==> config.mk <==
export PLATFORM = sky130hd
export DESIGN_NAME = pam_port_a
export DESIGN_NICKNAME = d
export VERILOG_FILES = /design/src/pam_pkg.sv /design/src/pam_port_a.sv /design/src/pam_pin_select.sv /design/src/pam_pin_drive.sv
export SDC_FILE = /design/constraint.sdc
export NUM_CORES = 1
export LEC_CHECK = 0
export ABC_AREA = 1
export BUFFER_PORTS_ARGS = -buffer_cell sky130_fd_sc_hd__buf_4
export CAP_MARGIN = 20
export CELL_PAD_IN_SITES_DETAIL_PLACEMENT = 0
export CELL_PAD_IN_SITES_GLOBAL_PLACEMENT = 2
export CORE_AREA = 2 2 131 69
export DETAILED_ROUTE_END_ITERATION = 16
export DIE_AREA = 0 0 133 71
export PLACE_DENSITY = 0.84
export SYNTH_ARGS = -nofsm -noshare
export SYNTH_HDL_FRONTEND = slang
export SYNTH_SLANG_ARGS = --single-unit
==> constraint.sdc <==
create_clock -name clock -period 2.85 [get_ports clock]
set_clock_uncertainty 0.2 [all_clocks]
set_input_delay 0.57 -clock clock [delete_from_list [all_inputs] [get_ports clock]]
set_output_delay 0.57 -clock clock [all_outputs]
set_load 0.005 [all_outputs]
==> src/pam_pkg.sv <==
package pam_pkg;

  // ----------------------------------------------------------------
  // Geometry
  // ----------------------------------------------------------------
  localparam int PAM_PINS = 4;
  localparam int PAM_AE_W = 4;
  localparam int PAM_MODE_W = 3;
  localparam int PAM_ADDR_W_MIN = 5;

  // ----------------------------------------------------------------
  // Register byte offsets
  // ----------------------------------------------------------------
  localparam logic [4:0] PAM_OFS_DIRECTION = 5'h00;
  localparam logic [4:0] PAM_OFS_OUTPUT_DATA = 5'h04;
  localparam logic [4:0] PAM_OFS_PIN_STATE = 5'h08;
  localparam logic [4:0] PAM_OFS_PULLUP_SELECT = 5'h0c;
  localparam logic [4:0] PAM_OFS_OPEN_DRAIN_SELECT = 5'h10;
  localparam logic [4:0] PAM_OFS_PIN_FUNCTION_CONTROL = 5'h14;

  // ----------------------------------------------------------------
  // Field layout and reset values
  // ----------------------------------------------------------------
  localparam int PAM_FIELD_LSB = 0;
  localparam int PAM_FIELD_MSB = 3;
  localparam logic [3:0] PAM_DIRECTION_RST = 4'h0;
  localparam logic [3:0] PAM_OUTPUT_DATA_RST = 4'h0;
  localparam logic [3:0] PAM_PULLUP_SELECT_RST = 4'h0;
  localparam logic [3:0] PAM_OPEN_DRAIN_RST = 4'h0;
  localparam logic [3:0] PAM_AE_RST = 4'h0;
  localparam logic [31:0] PAM_READ_ZERO = 32'h0000_0000;

  // ----------------------------------------------------------------
  // Operating modes
  // ----------------------------------------------------------------
  localparam logic [2:0] PAM_MODE_EXT_LO = 3'h4;
  localparam logic [2:0] PAM_MODE_EXT_HI = 3'h6;

  // ----------------------------------------------------------------
  // Pin uses
  // ----------------------------------------------------------------
  typedef enum logic [2:0] {
    PAM_PORT_IN = 3'b000,
    PAM_PORT_OUT = 3'b001,
    PAM_SERIAL_IN = 3'b010,
    PAM_SERIAL_OUT = 3'b011,
    PAM_ADDR_OUT = 3'b100
  } pam_use_e;

  // Address-enable decode, per pin
  function automatic logic pam_addr_match(input logic [3:0] ae, input int pin);
    logic m;
    m = 1'b0;
    case (pin)
      3: m = ae[3] & ae[2];
      2: m = ae[3] & (ae[2] | (ae[1] & ae[0]));
      1: m = ae[3] & (ae[2] | ae[1]);
      default: m = ae[3] & (ae[2:0] != 3'h0);
    endcase
    return m;
  endfunction

endpackage

==> src/pam_port_a.sv <==
// Summary of operation
// - Open-drain bit 1 drives low side only; bit 0 drives push-pull.
// - Open-drain register bits 7 to 4 ignore writes; they read as zero.
// - Open-drain applies only to port and serial outputs, not address or inputs.
// - Open-drain bits clear on power-on reset and hardware standby only.
// - Pin 3: address bit 19 on 11xx, else serial clock in or out.
// - Pin 3 follows direction when serial clock unused; mode 7 ignores address.
// - Pin 2: address bit 18 on 1011/11xx, else receive input or port.
// - Pin 1: address bit 17 on 101x/11xx, else transmit output or port.
// - Pin 0: address bit 16 unless 0xxx or 1000; else port pin.
// - Pull-up on only for inputs with direction 0 and pull-up bit 1.
// - Pull-up always off for address, port and serial outputs.
// - Pull-up off at power-on reset and hardware standby; kept otherwise.
// - Port pin is output with direction 1, input with direction 0.
// - Pin-state read gives data latch for direction 1, live pin for direction 0.
module pam_port_a
  import pam_pkg::*;
#(
  parameter int ADDR_W = 5
) (
  // Clock and reset
  input wire logic clock,
  input wire logic rst,
  input wire logic clock_enable,
  input wire logic hw_standby,
  // Chip configuration
  input wire logic [2:0] operating_mode,
  // Serial channel settings
  input wire logic clock_enable_high,
  input wire logic clock_enable_low,
  input wire logic clocked_mode,
  input wire logic receive_enable_bit,
  input wire logic transmit_enable_bit,
  // Serial channel data
  input wire logic serial_clock_out_data,
  input wire logic serial_transmit_data,
  output logic serial_clock_in_data,
  output logic serial_receive_data,
  // Upper address bits 19 to 16
  input wire logic [3:0] address_upper,
  // Pads
  input wire logic [3:0] pad_in,
  output logic [3:0] pad_out,
  output logic [3:0] pad_oe,
  output logic [3:0] pullup_en,
  // Avalon-MM slave
  input wire logic [ADDR_W-1:0] address,
  input wire logic read,
  input wire logic write,
  input wire logic [31:0] writedata,
  input wire logic [3:0] byteenable,
  output logic [31:0] readdata,
  output logic waitrequest
);

  // ----------------------------------------------------------------
  // Elaboration checks
  // ----------------------------------------------------------------
  if (ADDR_W < PAM_ADDR_W_MIN) begin : g_bad_addr_w
    $error("ADDR_W too small for the register map");
  end

  // ----------------------------------------------------------------
  // State
  // ----------------------------------------------------------------
  logic [3:0] direction_q;
  logic [3:0] direction_d;
  logic [3:0] output_data_q;
  logic [3:0] output_data_d;
  logic [3:0] pullup_select_q;
  logic [3:0] pullup_select_d;
  logic [3:0] open_drain_select_q;
  logic [3:0] open_drain_select_d;
  logic [3:0] address_enable_field_q;
  logic [3:0] address_enable_field_d;
  logic ack_q;
  logic ack_d;
  logic [31:0] readdata_q;
  logic [31:0] readdata_d;

  // ----------------------------------------------------------------
  // Bus decode
  // ----------------------------------------------------------------
  logic request;
  logic commit;
  logic wr_commit;
  logic low_lane;
  logic [4:0] reg_ofs;
  logic [3:0] wr_field;
  logic [3:0] pin_state;

  assign request = read | write;
  assign reg_ofs = {address[4:2], 2'b00};
  assign low_lane = byteenable[0];
  assign wr_field = writedata[PAM_FIELD_MSB:PAM_FIELD_LSB];

  // One wait cycle; the read word is caught in it so that it stands
  // at the edge where waitrequest is sampled low.
  assign commit = request & ack_q & clock_enable;
  assign wr_commit = commit & write & low_lane;
  assign waitrequest = request & ~commit;

  always_comb begin
    ack_d = ack_q;
    if (ack_q) begin
      ack_d = 1'b0;
    end else if (request) begin
      ack_d = 1'b1;
    end
  end

  // ----------------------------------------------------------------
  // Pin-state view
  // ----------------------------------------------------------------
  always_comb begin
    for (int i = 0; i < PAM_PINS; i++) begin
      pin_state[i] = direction_q[i] ? output_data_q[i] : pad_in[i];
    end
  end

  // ----------------------------------------------------------------
  // Read mux
  // ----------------------------------------------------------------
  always_comb begin
    readdata_d = readdata_q;
    if (read && !ack_q) begin
      readdata_d = PAM_READ_ZERO;
      case (reg_ofs)
        PAM_OFS_DIRECTION: begin
          // Write-only register reads as zero
          readdata_d = PAM_READ_ZERO;
        end
        PAM_OFS_OUTPUT_DATA: begin
          readdata_d[PAM_FIELD_MSB:PAM_FIELD_LSB] = output_data_q;
        end
        PAM_OFS_PIN_STATE: begin
          readdata_d[PAM_FIELD_MSB:PAM_FIELD_LSB] = pin_state;
        end
        PAM_OFS_PULLUP_SELECT: begin
          readdata_d[PAM_FIELD_MSB:PAM_FIELD_LSB] = pullup_select_q;
        end
        PAM_OFS_OPEN_DRAIN_SELECT: begin
          // Upper bits are not stored; they read as zero
          readdata_d[PAM_FIELD_MSB:PAM_FIELD_LSB] = open_drain_select_q;
        end
        PAM_OFS_PIN_FUNCTION_CONTROL: begin
          readdata_d[PAM_FIELD_MSB:PAM_FIELD_LSB] = address_enable_field_q;
        end
        default: begin
          readdata_d = PAM_READ_ZERO;
        end
      endcase
    end
  end

  assign readdata = readdata_q;

  // ----------------------------------------------------------------
  // Register next values
  // ----------------------------------------------------------------
  // Hardware standby clears like power-on reset; manual reset and
  // software standby never reach this block, so state is kept.
  always_comb begin
    direction_d = direction_q;
    output_data_d = output_data_q;
    pullup_select_d = pullup_select_q;
    open_drain_select_d = open_drain_select_q;
    address_enable_field_d = address_enable_field_q;
    if (hw_standby) begin
      direction_d = PAM_DIRECTION_RST;
      output_data_d = PAM_OUTPUT_DATA_RST;
      pullup_select_d = PAM_PULLUP_SELECT_RST;
      open_drain_select_d = PAM_OPEN_DRAIN_RST;
      address_enable_field_d = PAM_AE_RST;
    end else if (wr_commit) begin
      case (reg_ofs)
        PAM_OFS_DIRECTION: begin
          direction_d = wr_field;
        end
        PAM_OFS_OUTPUT_DATA: begin
          output_data_d = wr_field;
        end
        PAM_OFS_PULLUP_SELECT: begin
          pullup_select_d = wr_field;
        end
        PAM_OFS_OPEN_DRAIN_SELECT: begin
          // Bits 7 to 4 are dropped here
          open_drain_select_d = wr_field;
        end
        PAM_OFS_PIN_FUNCTION_CONTROL: begin
          address_enable_field_d = wr_field;
        end
        default: begin
          direction_d = direction_q;
        end
      endcase
    end
  end

  // ----------------------------------------------------------------
  // Registers
  // ----------------------------------------------------------------
  always_ff @(posedge clock or posedge rst) begin
    if (rst) begin
      direction_q <= PAM_DIRECTION_RST;
      output_data_q <= PAM_OUTPUT_DATA_RST;
      pullup_select_q <= PAM_PULLUP_SELECT_RST;
      open_drain_select_q <= PAM_OPEN_DRAIN_RST;
      address_enable_field_q <= PAM_AE_RST;
      ack_q <= 1'b0;
      readdata_q <= PAM_READ_ZERO;
    end else if (clock_enable) begin
      direction_q <= direction_d;
      output_data_q <= output_data_d;
      pullup_select_q <= pullup_select_d;
      open_drain_select_q <= open_drain_select_d;
      address_enable_field_q <= address_enable_field_d;
      ack_q <= ack_d;
      readdata_q <= readdata_d;
    end
  end

  // ----------------------------------------------------------------
  // Pin function selection
  // ----------------------------------------------------------------
  logic addr_mode;
  logic [3:0] addr_match;
  logic [3:0] serial_in_sel;
  logic [3:0] serial_out_sel;
  logic [3:0] serial_data;
  pam_use_e pin_use [PAM_PINS];

  // Mode 7 and modes 0 to 3 ignore the address-enable field
  assign addr_mode = (operating_mode >= PAM_MODE_EXT_LO) &&
                     (operating_mode <= PAM_MODE_EXT_HI);

  always_comb begin
    for (int i = 0; i < PAM_PINS; i++) begin
      addr_match[i] = pam_addr_match(address_enable_field_q, i);
    end
  end

  always_comb begin
    serial_in_sel = 4'h0;
    serial_out_sel = 4'h0;
    serial_data = 4'h0;
    // Pin 3: external clock wins over internal clock output
    serial_in_sel[3] = clock_enable_high;
    serial_out_sel[3] = ~clock_enable_high & (clocked_mode | clock_enable_low);
    serial_data[3] = serial_clock_out_data;
    serial_in_sel[2] = receive_enable_bit;
    serial_out_sel[1] = transmit_enable_bit;
    serial_data[1] = serial_transmit_data;
    // Pin 0 has no serial function
    serial_in_sel[0] = 1'b0;
    serial_out_sel[0] = 1'b0;
  end

  // ----------------------------------------------------------------
  // Per-pin select and drive
  // ----------------------------------------------------------------
  for (genvar p = 0; p < PAM_PINS; p++) begin : g_pin
    pam_pin_select u_select (
      .addr_mode(addr_mode),
      .addr_match(addr_match[p]),
      .serial_in_sel(serial_in_sel[p]),
      .serial_out_sel(serial_out_sel[p]),
      .direction_bit(direction_q[p]),
      .pin_use(pin_use[p])
    );

    pam_pin_drive u_drive (
      .pin_use(pin_use[p]),
      .direction_bit(direction_q[p]),
      .open_drain_bit(open_drain_select_q[p]),
      .pullup_bit(pullup_select_q[p]),
      .standby(hw_standby),
      .port_data(output_data_q[p]),
      .serial_data(serial_data[p]),
      .addr_data(address_upper[p]),
      .pad_out(pad_out[p]),
      .pad_oe(pad_oe[p]),
      .pullup_en(pullup_en[p])
    );
  end

  // ----------------------------------------------------------------
  // Serial inputs back to the channel
  // ----------------------------------------------------------------
  // Gated so the channel sees a quiet zero while the pin serves
  // another use; it is not resynchronised here.
  always_comb begin
    serial_clock_in_data = (pin_use[3] == PAM_SERIAL_IN) ? pad_in[3] : 1'b0;
    serial_receive_data = (pin_use[2] == PAM_SERIAL_IN) ? pad_in[2] : 1'b0;
  end

endmodule

==> src/pam_pin_select.sv <==
module pam_pin_select
  import pam_pkg::*;
(
  // Selection inputs
  input wire logic addr_mode,
  input wire logic addr_match,
  input wire logic serial_in_sel,
  input wire logic serial_out_sel,
  input wire logic direction_bit,
  // Result
  output pam_use_e pin_use
);

  // ----------------------------------------------------------------
  // Priority: address, then serial channel, then direction
  // ----------------------------------------------------------------
  always_comb begin
    if (addr_mode && addr_match) begin
      pin_use = PAM_ADDR_OUT;
    end else if (serial_in_sel) begin
      pin_use = PAM_SERIAL_IN;
    end else if (serial_out_sel) begin
      pin_use = PAM_SERIAL_OUT;
    end else if (direction_bit) begin
      pin_use = PAM_PORT_OUT;
    end else begin
      pin_use = PAM_PORT_IN;
    end
  end

endmodule

==> src/pam_pin_drive.sv <==
module pam_pin_drive
  import pam_pkg::*;
(
  // Pin setting
  input pam_use_e pin_use,
  input wire logic direction_bit,
  input wire logic open_drain_bit,
  input wire logic pullup_bit,
  input wire logic standby,
  // Output sources
  input wire logic port_data,
  input wire logic serial_data,
  input wire logic addr_data,
  // Pad
  output logic pad_out,
  output logic pad_oe,
  output logic pullup_en
);

  logic value;

  // ----------------------------------------------------------------
  // Output drive
  // ----------------------------------------------------------------
  always_comb begin
    value = 1'b0;
    pad_out = 1'b0;
    pad_oe = 1'b0;
    unique case (pin_use)
      PAM_ADDR_OUT: begin
        // Address lines always push-pull
        pad_out = addr_data;
        pad_oe = 1'b1;
      end
      PAM_PORT_OUT, PAM_SERIAL_OUT: begin
        value = (pin_use == PAM_PORT_OUT) ? port_data : serial_data;
        if (open_drain_bit) begin
          // Low side only; a high is left to the board pull-up
          pad_out = 1'b0;
          pad_oe = ~value;
        end else begin
          pad_out = value;
          pad_oe = 1'b1;
        end
      end
      PAM_PORT_IN, PAM_SERIAL_IN: begin
        pad_out = 1'b0;
        pad_oe = 1'b0;
      end
      default: begin
        pad_out = 1'b0;
        pad_oe = 1'b0;
      end
    endcase
    if (standby) begin
      pad_oe = 1'b0;
    end
  end

  // ----------------------------------------------------------------
  // Input pull-up
  // ----------------------------------------------------------------
  always_comb begin
    pullup_en = 1'b0;
    if ((pin_use == PAM_PORT_IN || pin_use == PAM_SERIAL_IN) && !direction_bit
        && pullup_bit && !standby) begin
      pullup_en = 1'b1;
    end
  end

endmodule

# Word level (Yosys, flattened, before mapping)
# Cells that the tools add are included.
# op_classes
mux	64
n_lt_le_gt_ge	2
n_reduce_logical	50
n_eq_ne	21
bitwise	21
# op_table
op	count
4-bit 2-to-1 mux	15
1-bit 2-to-1 mux	32
3-bit by 2-bit equality test with 1-bit output, second input constant	10
3-bit 2-to-1 mux	8
4-bit case mux with 5 select lines	1
3-bit equality test, second input constant	6
1-bit logical AND	18
1-bit case mux with 2 select lines	8
3-bit by 1-bit equality test with 1-bit output, second input constant	5
3-bit AND reduction	5
3-bit logical NOT	4
2-bit nonzero test	6
1-bit AND	11
2-bit OR reduction	4
1-bit logical NOT	6
1-bit NOT	6
5-bit logical NOT	1
1-bit logical OR	4
1-bit OR	4
3-bit greater-or-equal comparator, second input constant	1
3-bit <= comparator, second input constant	1
3-bit nonzero test	1
2-bit AND reduction	1
# totals
ff_bits	25
input_bits	65
elab_cells	165
output_inout_bits	47

# Logic depth before layout (Yosys ltp)
# Gate-level depths: netlist (run 1).
# depth
word_depth	11
ltp_mapped	10
depth_no_buf	9

# Modules after synthesis
# Synthesis (run 1) repeated with hierarchy kept, for this count alone.
# unflattened
cells_unflattened	321
hier_area_um2	2104.5
# modules_own_cells
mod	seq_area_each_um2	cells_per_inst	n_inst	area_each_um2
pam_port_a	625.6	205	1	1559.0
pam_pin_drive	0.0	21	4	96.3
pam_pin_select	0.0	8	4	40.0

# Worst setup path before layout (run 1)
# No wires, ideal clock.
# synth_path
path_kind	input to output
start	in hw_standby
end	out pullup_en[3]
t_arrival_ns	1.341
cell_stages	6
t_required_ns	2.080
path_slack_ns	0.739
n_path_buf	3
cell_sequence	buf_4 -> inv_2 -> buf_2 -> nand3_1 -> nor3_1 -> buf_4
# synth_via
elab_chain_len	3
# synth_rtl
element	line_no	rtl
start, declared	pam_port_a.sv:25	input wire logic hw_standby,
1-bit logical NOT	pam_pin_drive.sv:66	&& pullup_bit && !standby) begin
1-bit logical AND	pam_pin_drive.sv:66	
1-bit 2-to-1 mux	pam_pin_drive.sv:65	if ((pin_use == PAM_PORT_IN || pin_use == PAM_SERIAL_IN) && !direction_bit
end, declared	pam_port_a.sv:45	output logic [3:0] pullup_en,
# No other way between the ends.

# Worst setup path in the final report (run 1)
# layout_path
start	in operating_mode[1]
end	out pad_out[2]
# layout_via
elab_chain_len	8
word_cells_on_any_way	12
classes_between	order compare (2); eq/ne (3); mux (4); reduce/logical (3)
# layout_rtl
element	line_no	rtl
start, declared	pam_port_a.sv:27	input wire logic [2:0] operating_mode,
3-bit greater-or-equal comparator or 3-bit <= comparator (tied branches)	pam_port_a.sv:234, pam_port_a.sv:235	
1-bit logical AND *	pam_port_a.sv:234	assign addr_mode = (operating_mode >= PAM_MODE_EXT_LO) &&
1-bit logical AND *	pam_pin_select.sv:18	if (addr_mode && addr_match) begin
3-bit 2-to-1 mux *	pam_pin_select.sv:18	
3-bit by 1-bit equality test with 1-bit output	pam_pin_drive.sv:29, pam_pin_drive.sv:36	
1-bit 2-to-1 mux	pam_pin_drive.sv:36	value = (pin_use == PAM_PORT_OUT) ? port_data : serial_data;
1-bit 2-to-1 mux	pam_pin_drive.sv:37	if (open_drain_bit) begin
1-bit case mux with 2 select lines *	pam_pin_drive.sv:29	unique case (pin_use)
end, declared	pam_port_a.sv:43	output logic [3:0] pad_out,
# Every way passes the cells marked *; elsewhere a longest branch is shown, timed or not.

==> metrics.txt, run 1 <==
design area=2270 um^2; I/O pin count=112; Yosys cell types=24; H-tree Lvls=1; synth warn=0; RSZ-0062 raised after global routing=no; nets=380; I/O Buffers=50; Core ar.=8380 um^2; diode count=0; Startpoint Class=input port; Final Slew Violations=0; Die Height=a little over 70 um; Skew-Pair Late Insertion Delay=0.26 ns; # rows=24; Initial DRC Count=roughly 110; Starting Density=22.3%; All-Layer GR Usage=11.5%; Max IR drop VDD=244 uV; PwrDens=about 470 nW/um^2; clock root buffer=clkbuf_16; Mapped Area=1870 um^2; post-DP HPWL=4240 um; worst reg2reg path depth=7; Hold WC Path Type=input port to asynchronous set/reset pin; Congestion Overflow GR=0; post-synthesis area per instance=6.83 um^2; initial antenna violation count=0; Final Non-Filler Cells=431; RR Startpoint=ack_q; final worst-path cycle share=83.7%; arrival time worst endpoint=1.62 ns; outcome=finished clean; DRC viols=0; CTS Buf Count=3; area grow syn2layout=21.3%; Clock Pin Slew Worst Setup and Hold Paths=~0.07 ns; largest net degree at the start of global routing=26; Cell Area, Placed=approximately 2200 um^2; P_leak=about 1.2 nW; Routed Antenna Nets=0; Critical Path RT=2.08 ns; Filler Cells Inserted=951; setup bufs post-CTS=0; CTS-repair resized insts=0; Routed WL per cell=12.0 um; Worst Setup End Kind=output pin; Hold Vio Cnt, Final=0; Seq/Total Area, Yosys=33.4%; Least-Margin Pin Slew=roughly 0.52 ns; TritonCTS sink count=25; vias=1705; Setup Crit Path Kind=input port to output pin; clock buffer depth=2; total of max-cap violations=0; DR vias/cell=3.96; Slew headroom=65.2%; CP max FO=7; flop-to-flop setup slack=1.39 ns; fin crit period=2.39 ns; CTS tree=yes; share of layout cells above drive strength 1=between 20% and 30%; vias in the first global route=between 1500 and 2000; Routability Congestion=0.806; final wirelength=approximately 5200 um; DP Cell Count=427; DR pass1 iterations=5; Peak Freq=419 MHz; chip width=133 um; Post-Syn Instances=274; WHS=between 0.15 and 0.2 ns; die area=about 9400 um^2; Final setup viols=0; #FFs+latches synth=25; Hold-fix buffers, CTS=0; setup TNS=0 ns; first-pass GRT wire length=8470 um; RR Endpoint=direction_q[1]
layer usage:
layer / wire length [um] / share of wire [%] / vias to the layer above / GRT usage [%]
met5: 0 / 0 / - / 0
met4: 13 / 0.25 / 0 / 1.08
met3: 596 / 12 / 2 / 4.52
met2: 1800 / 35 / 65 / 14.9
met1: 2760 / 53 / 751 / 18.1
li1: - / - / 887 / -
cell families (layout without fill, tap and decap cells):
kind of cell | after synthesis | after routing | share of synthesized area [%]
simple gates | 125 | 125 | 28.0
buf+inv | 77 | 90 | 23.7
compound gates | 46 | 46 | 14.6
flops | 25 | 25 | 33.4
other cells | 1 | 28 | 0.200
worst max-delay path, stage by stage:
cell and delay [ns]:
buf_4 0.11, nand2_1 0.08, nand2_1 0.05, inv_1 0.08, nand2_2 0.14, a21oi_4 0.22
inv_1 0.08, o21ai_1 0.12, inv_1 0.05, buf_4 0.13
cell usage after synthesis:
master   number  share of area, %
a21oi_1       4               1.1
a21oi_4       1              0.87
a31oi_1       1              0.33
buf_2         1              0.27
buf_4        41                16
conb_1        1              0.20
dfrtp_1      25                33
inv_1        33               6.6
inv_2         2              0.40
nand2_1      79                16
nand2_2       2              0.67
nand3_1      18               4.8
nand4_1       4               1.3
nor2_1       15               3.0
nor2_2        1              0.33
nor3_1        4               1.1
nor3_2        1              0.54
o21a_1        1              0.40
o21ai_0      19               5.1
o21ai_1      14               3.7
o21ai_2       4               1.9
o21ai_4       1              0.87
o31ai_1       1              0.40
or3_1         1              0.33
worst max path at each step:
stage	from	to	cells past startpoint
after floorplan	hw_standby	pullup_en[3]	6
after global placement	operating_mode[1]	pad_out[2]	10
after detailed placement	operating_mode[1]	pad_out[2]	10
after CTS	operating_mode[1]	pad_out[2]	10
after global routing	address_enable_field_q[3]	pad_oe[2]	7
final	operating_mode[1]	pad_out[2]	10
power by group:
part           switching (mW)  internal (mW)  total, mW  leakage (nW)
combinational           0.163          0.128      0.291         0.838
clock                   0.127          0.189      0.317        0.0409
sequential             0.0536          0.414      0.467         0.328
total                   0.344          0.731       1.08          1.21
cell type report:
| type | count | area [um^2] | share of cell area [%] |
|---|---|---|---|
| inverters | 35 | 131 | 5.79 |
| clock inverters | 1 | 5.00 | 0.221 |
| repair buffers | 51 | 383 | 16.9 |
| well taps | 117 | 146 | 6.45 |
| clock buffers | 3 | 75.1 | 3.31 |
| flip-flops and latches | 25 | 626 | 27.6 |
| multi-input cells | 199 | 902 | 39.8 |
stage by stage:
stage | setup WS, ns | util [%] | power, mW
2_1_floorplan | 0.739 | - | 0.672
3_3_place_gp | 0.451 | 26.1 | 0.760
3_5_place_dp | 0.460 | 26.1 | 0.768
4_1_cts | 0.452 | 27.1 | 1.09
5_1_grt | 0.303 | 27.1 | 1.16
6_report | 0.464 | 27.1 | 1.08
cells in the final DEF, fill, tap and decap left out:
cell type	count
a21oi_1	4
a21oi_4	1
a31oi_1	1
buf_4	51
clkbuf_16	3
clkinv_2	1
conb_1	28
dfrtp_1	25
inv_1	33
inv_2	2
nand2_1	79
nand2_2	2
nand3_1	18
nand4_1	4
nor2_1	15
nor2_2	1
nor3_1	4
nor3_2	1
o21a_1	1
o21ai_0	19
o21ai_1	14
o21ai_2	4
o21ai_4	1
o31ai_1	1
or3_1	1
registers in the layout, indices dropped and copies added, names as in the netlist:
| signal | cells |
|---|---|
| readdata | 4 |
| direction_q | 4 |
| output_data_q | 4 |
| ack_q | 1 |
| open_drain_select_q | 4 |
| pullup_select_q | 4 |
| address_enable_field_q | 4 |
No activity file was read; power rests on OpenSTA's default activity.
==> run 2, diff against run 1 <==
Settings changed: CORE_AREA 2 2 131 69 to 2 2 137 72, DIE_AREA 0 0 133 71 to 0 0 139 74, PLACE_DENSITY 0.84 to 0.78.
Clock period 2.85 ns to 2.39 ns, I/O delays scaled along.
==> run 2 against run 1 <==
Against the previous run: highest routed layer unchanged; clock power is 18% higher; first-iteration DRC count up 20%; register-to-register slack lost 0.45 ns; worst setup slack got worse by 0.31 ns; largest cell class unchanged; count of clock-buffer cells in the layout increased by 1.
==> metrics.txt, run 2 (same netlist as run 1, synthesis figures left out) <==
outcome=finished clean; WHS=0.0852 ns; TritonCTS sink count=25; DRC viols=0; Place WS=0.170 ns; Core ar.=9130 um^2; Hold Vio Cnt, Final=0; fin crit period=2.24 ns; first-pass GRT wire length=8270 um; Congestion Overflow GR=0; chip width=139 um; P_leak=1.22 nW; Setup Crit Path Kind=register to output pin; worst reg2reg path depth=7; I/O pin count=112; Least-Margin Pin Slew=about 0.52 ns; WP buf/inv=1; clock buffer depth=2; Routed Antenna Nets=0; Starting Density=20.5%; Die Height=between 70 and 80 um; DR vias/cell=approximately 4.0; CTS Buf Count=3; DR pass1 iterations=6; H-tree Lvls=1; Critical Path RT=roughly 1.7 ns; Routed WL per cell=12.0 um; Clock Pin Slew Worst Setup and Hold Paths=0.06 ns; All-Layer GR Usage=about a tenth; Max IR drop VDD=298 uV; vias=1732; Skew-Pair Late Insertion Delay=around 0.26 ns; Most common cell on crit path=nor2_1; share of layout cells above drive strength 1=22.1%; CP max stage delay=0.39 ns; cell family with most CP delay=simple AND/OR/NAND/NOR gates; Startpoint Class=register; crit-path cells=nor2_1 > nor2_1 > nand2_2 > a21oi_4 > o21ai_0 > nor2_1 > buf_4; Hold WC Path Type=input port to asynchronous set/reset pin; setup TNS=0 ns; area grow syn2layout=22.7%; commonest non-fill, non-tap cell in the layout=nand2_1; nets=383; vias in the first global route=1575; # rows=25; Worst Setup End Kind=output pin; die area=10300 um^2; diode count=0; Final Slew Violations=0; Slew headroom=65.3%; CP max FO=6; initial antenna violation count=0; Final setup viols=0; Routability Congestion=0.820; Initial DRC Count=134; I/O Buffers=50; final wirelength=around 5300 um; largest net degree at the start of global routing=26; CTS tree=yes; Peak Freq=447 MHz; final worst-path cycle share=93.7%; Crit path depth=7; worst setup margin=0.151 ns; Critical Path Slowest Stage Cell=dfrtp_1; total of max-cap violations=0; PwrDens=560 nW/um^2; most frequent cells in the layout=79 x nand2_1, 54 x buf_4, 32 x inv_1, 28 x conb_1, 25 x dfrtp_1; arrival time worst endpoint=1.56 ns; post-DP HPWL=4310 um; clock root buffer=clkbuf_16
## run 2: cell types whose count changed in the layout (fill, tap and decap cells not counted)
cell,previous run,this run
buf_4,51,54
clkbuf_1,0,1
clkinv_2,1,0
inv_1,33,32
inv_2,2,3
## run 2: through the flow
| stage | util (%) | cells | power, mW | area [um^2] |
|---|---|---|---|---|
| final | 25.1 | 438 | 1.29 | 2290 |
| after global routing | 25.1 | 438 | 1.38 | 2290 |
| after CTS | 24.9 | 435 | 1.29 | 2270 |
| after detailed placement | 24.0 | 431 | 0.913 | 2190 |
| after global placement | 24.0 | 431 | 0.909 | 2190 |
| after floorplan | - | 301 | 0.802 | 1970 |
## run 2: metal layers
| metal | vias to the layer above | wire [um] | global-route usage (%) |
|---|---|---|---|
| met5 | - | 0 | 0 |
| met4 | 0 | 9 | 0.337 |
| met3 | 2 | 509 | 3.16 |
| met2 | 70 | 1890 | 13.5 |
| met1 | 771 | 2840 | 16.8 |
| li1 | 889 | - | - |
## run 2: path summary, 6_finish.rpt
| path | from | end | slack (ns) |
|---|---|---|---|
| max reg2reg | ack_q | direction_q[3] | 0.94 |
| max in group asynchronous | rst | output_data_q[1] | 1.64 |
| min | rst | direction_q[2] | 0.09 |
| min in group clock | readdata[3] | readdata[3] | 0.29 |
| max | address_enable_field_q[2] | pad_oe[2] | 0.15 |
| min reg2reg | readdata[3] | readdata[3] | 0.29 |
## run 2: cell type report
type                    count  area (um^2)
inverters                  35          131
fillers                  1040         6840
well taps                 121          151
flip-flops and latches     25          626
clock buffers               4         78.8
multi-input cells         199          902
repair buffers             54          405
## run 2: power breakdown
part / internal [mW] / switching (mW) / leakage (nW)
clock network: 0.228 / 0.146 / 0.0382
logic: 0.160 / 0.198 / 0.853
registers: 0.494 / 0.0604 / 0.328
total: 0.882 / 0.404 / 1.22
## run 2: timing repair
item,in CTS,in global routing
hold endpoints to repair,0,0
endpoints found under the setup margin,0,2
hold buffers,0,0
setup buffers,0,3
resized for setup,0,1
## run 2: worst reg2reg max path: stages (launching register included)
cell and delay (ns):
dfrtp_1 0.34, nand2_1 0.05, inv_1 0.08, nand3_1 0.12, o21ai_4 0.14, o21ai_2 0.23
nand2_1 0.11, o21ai_1 0.06
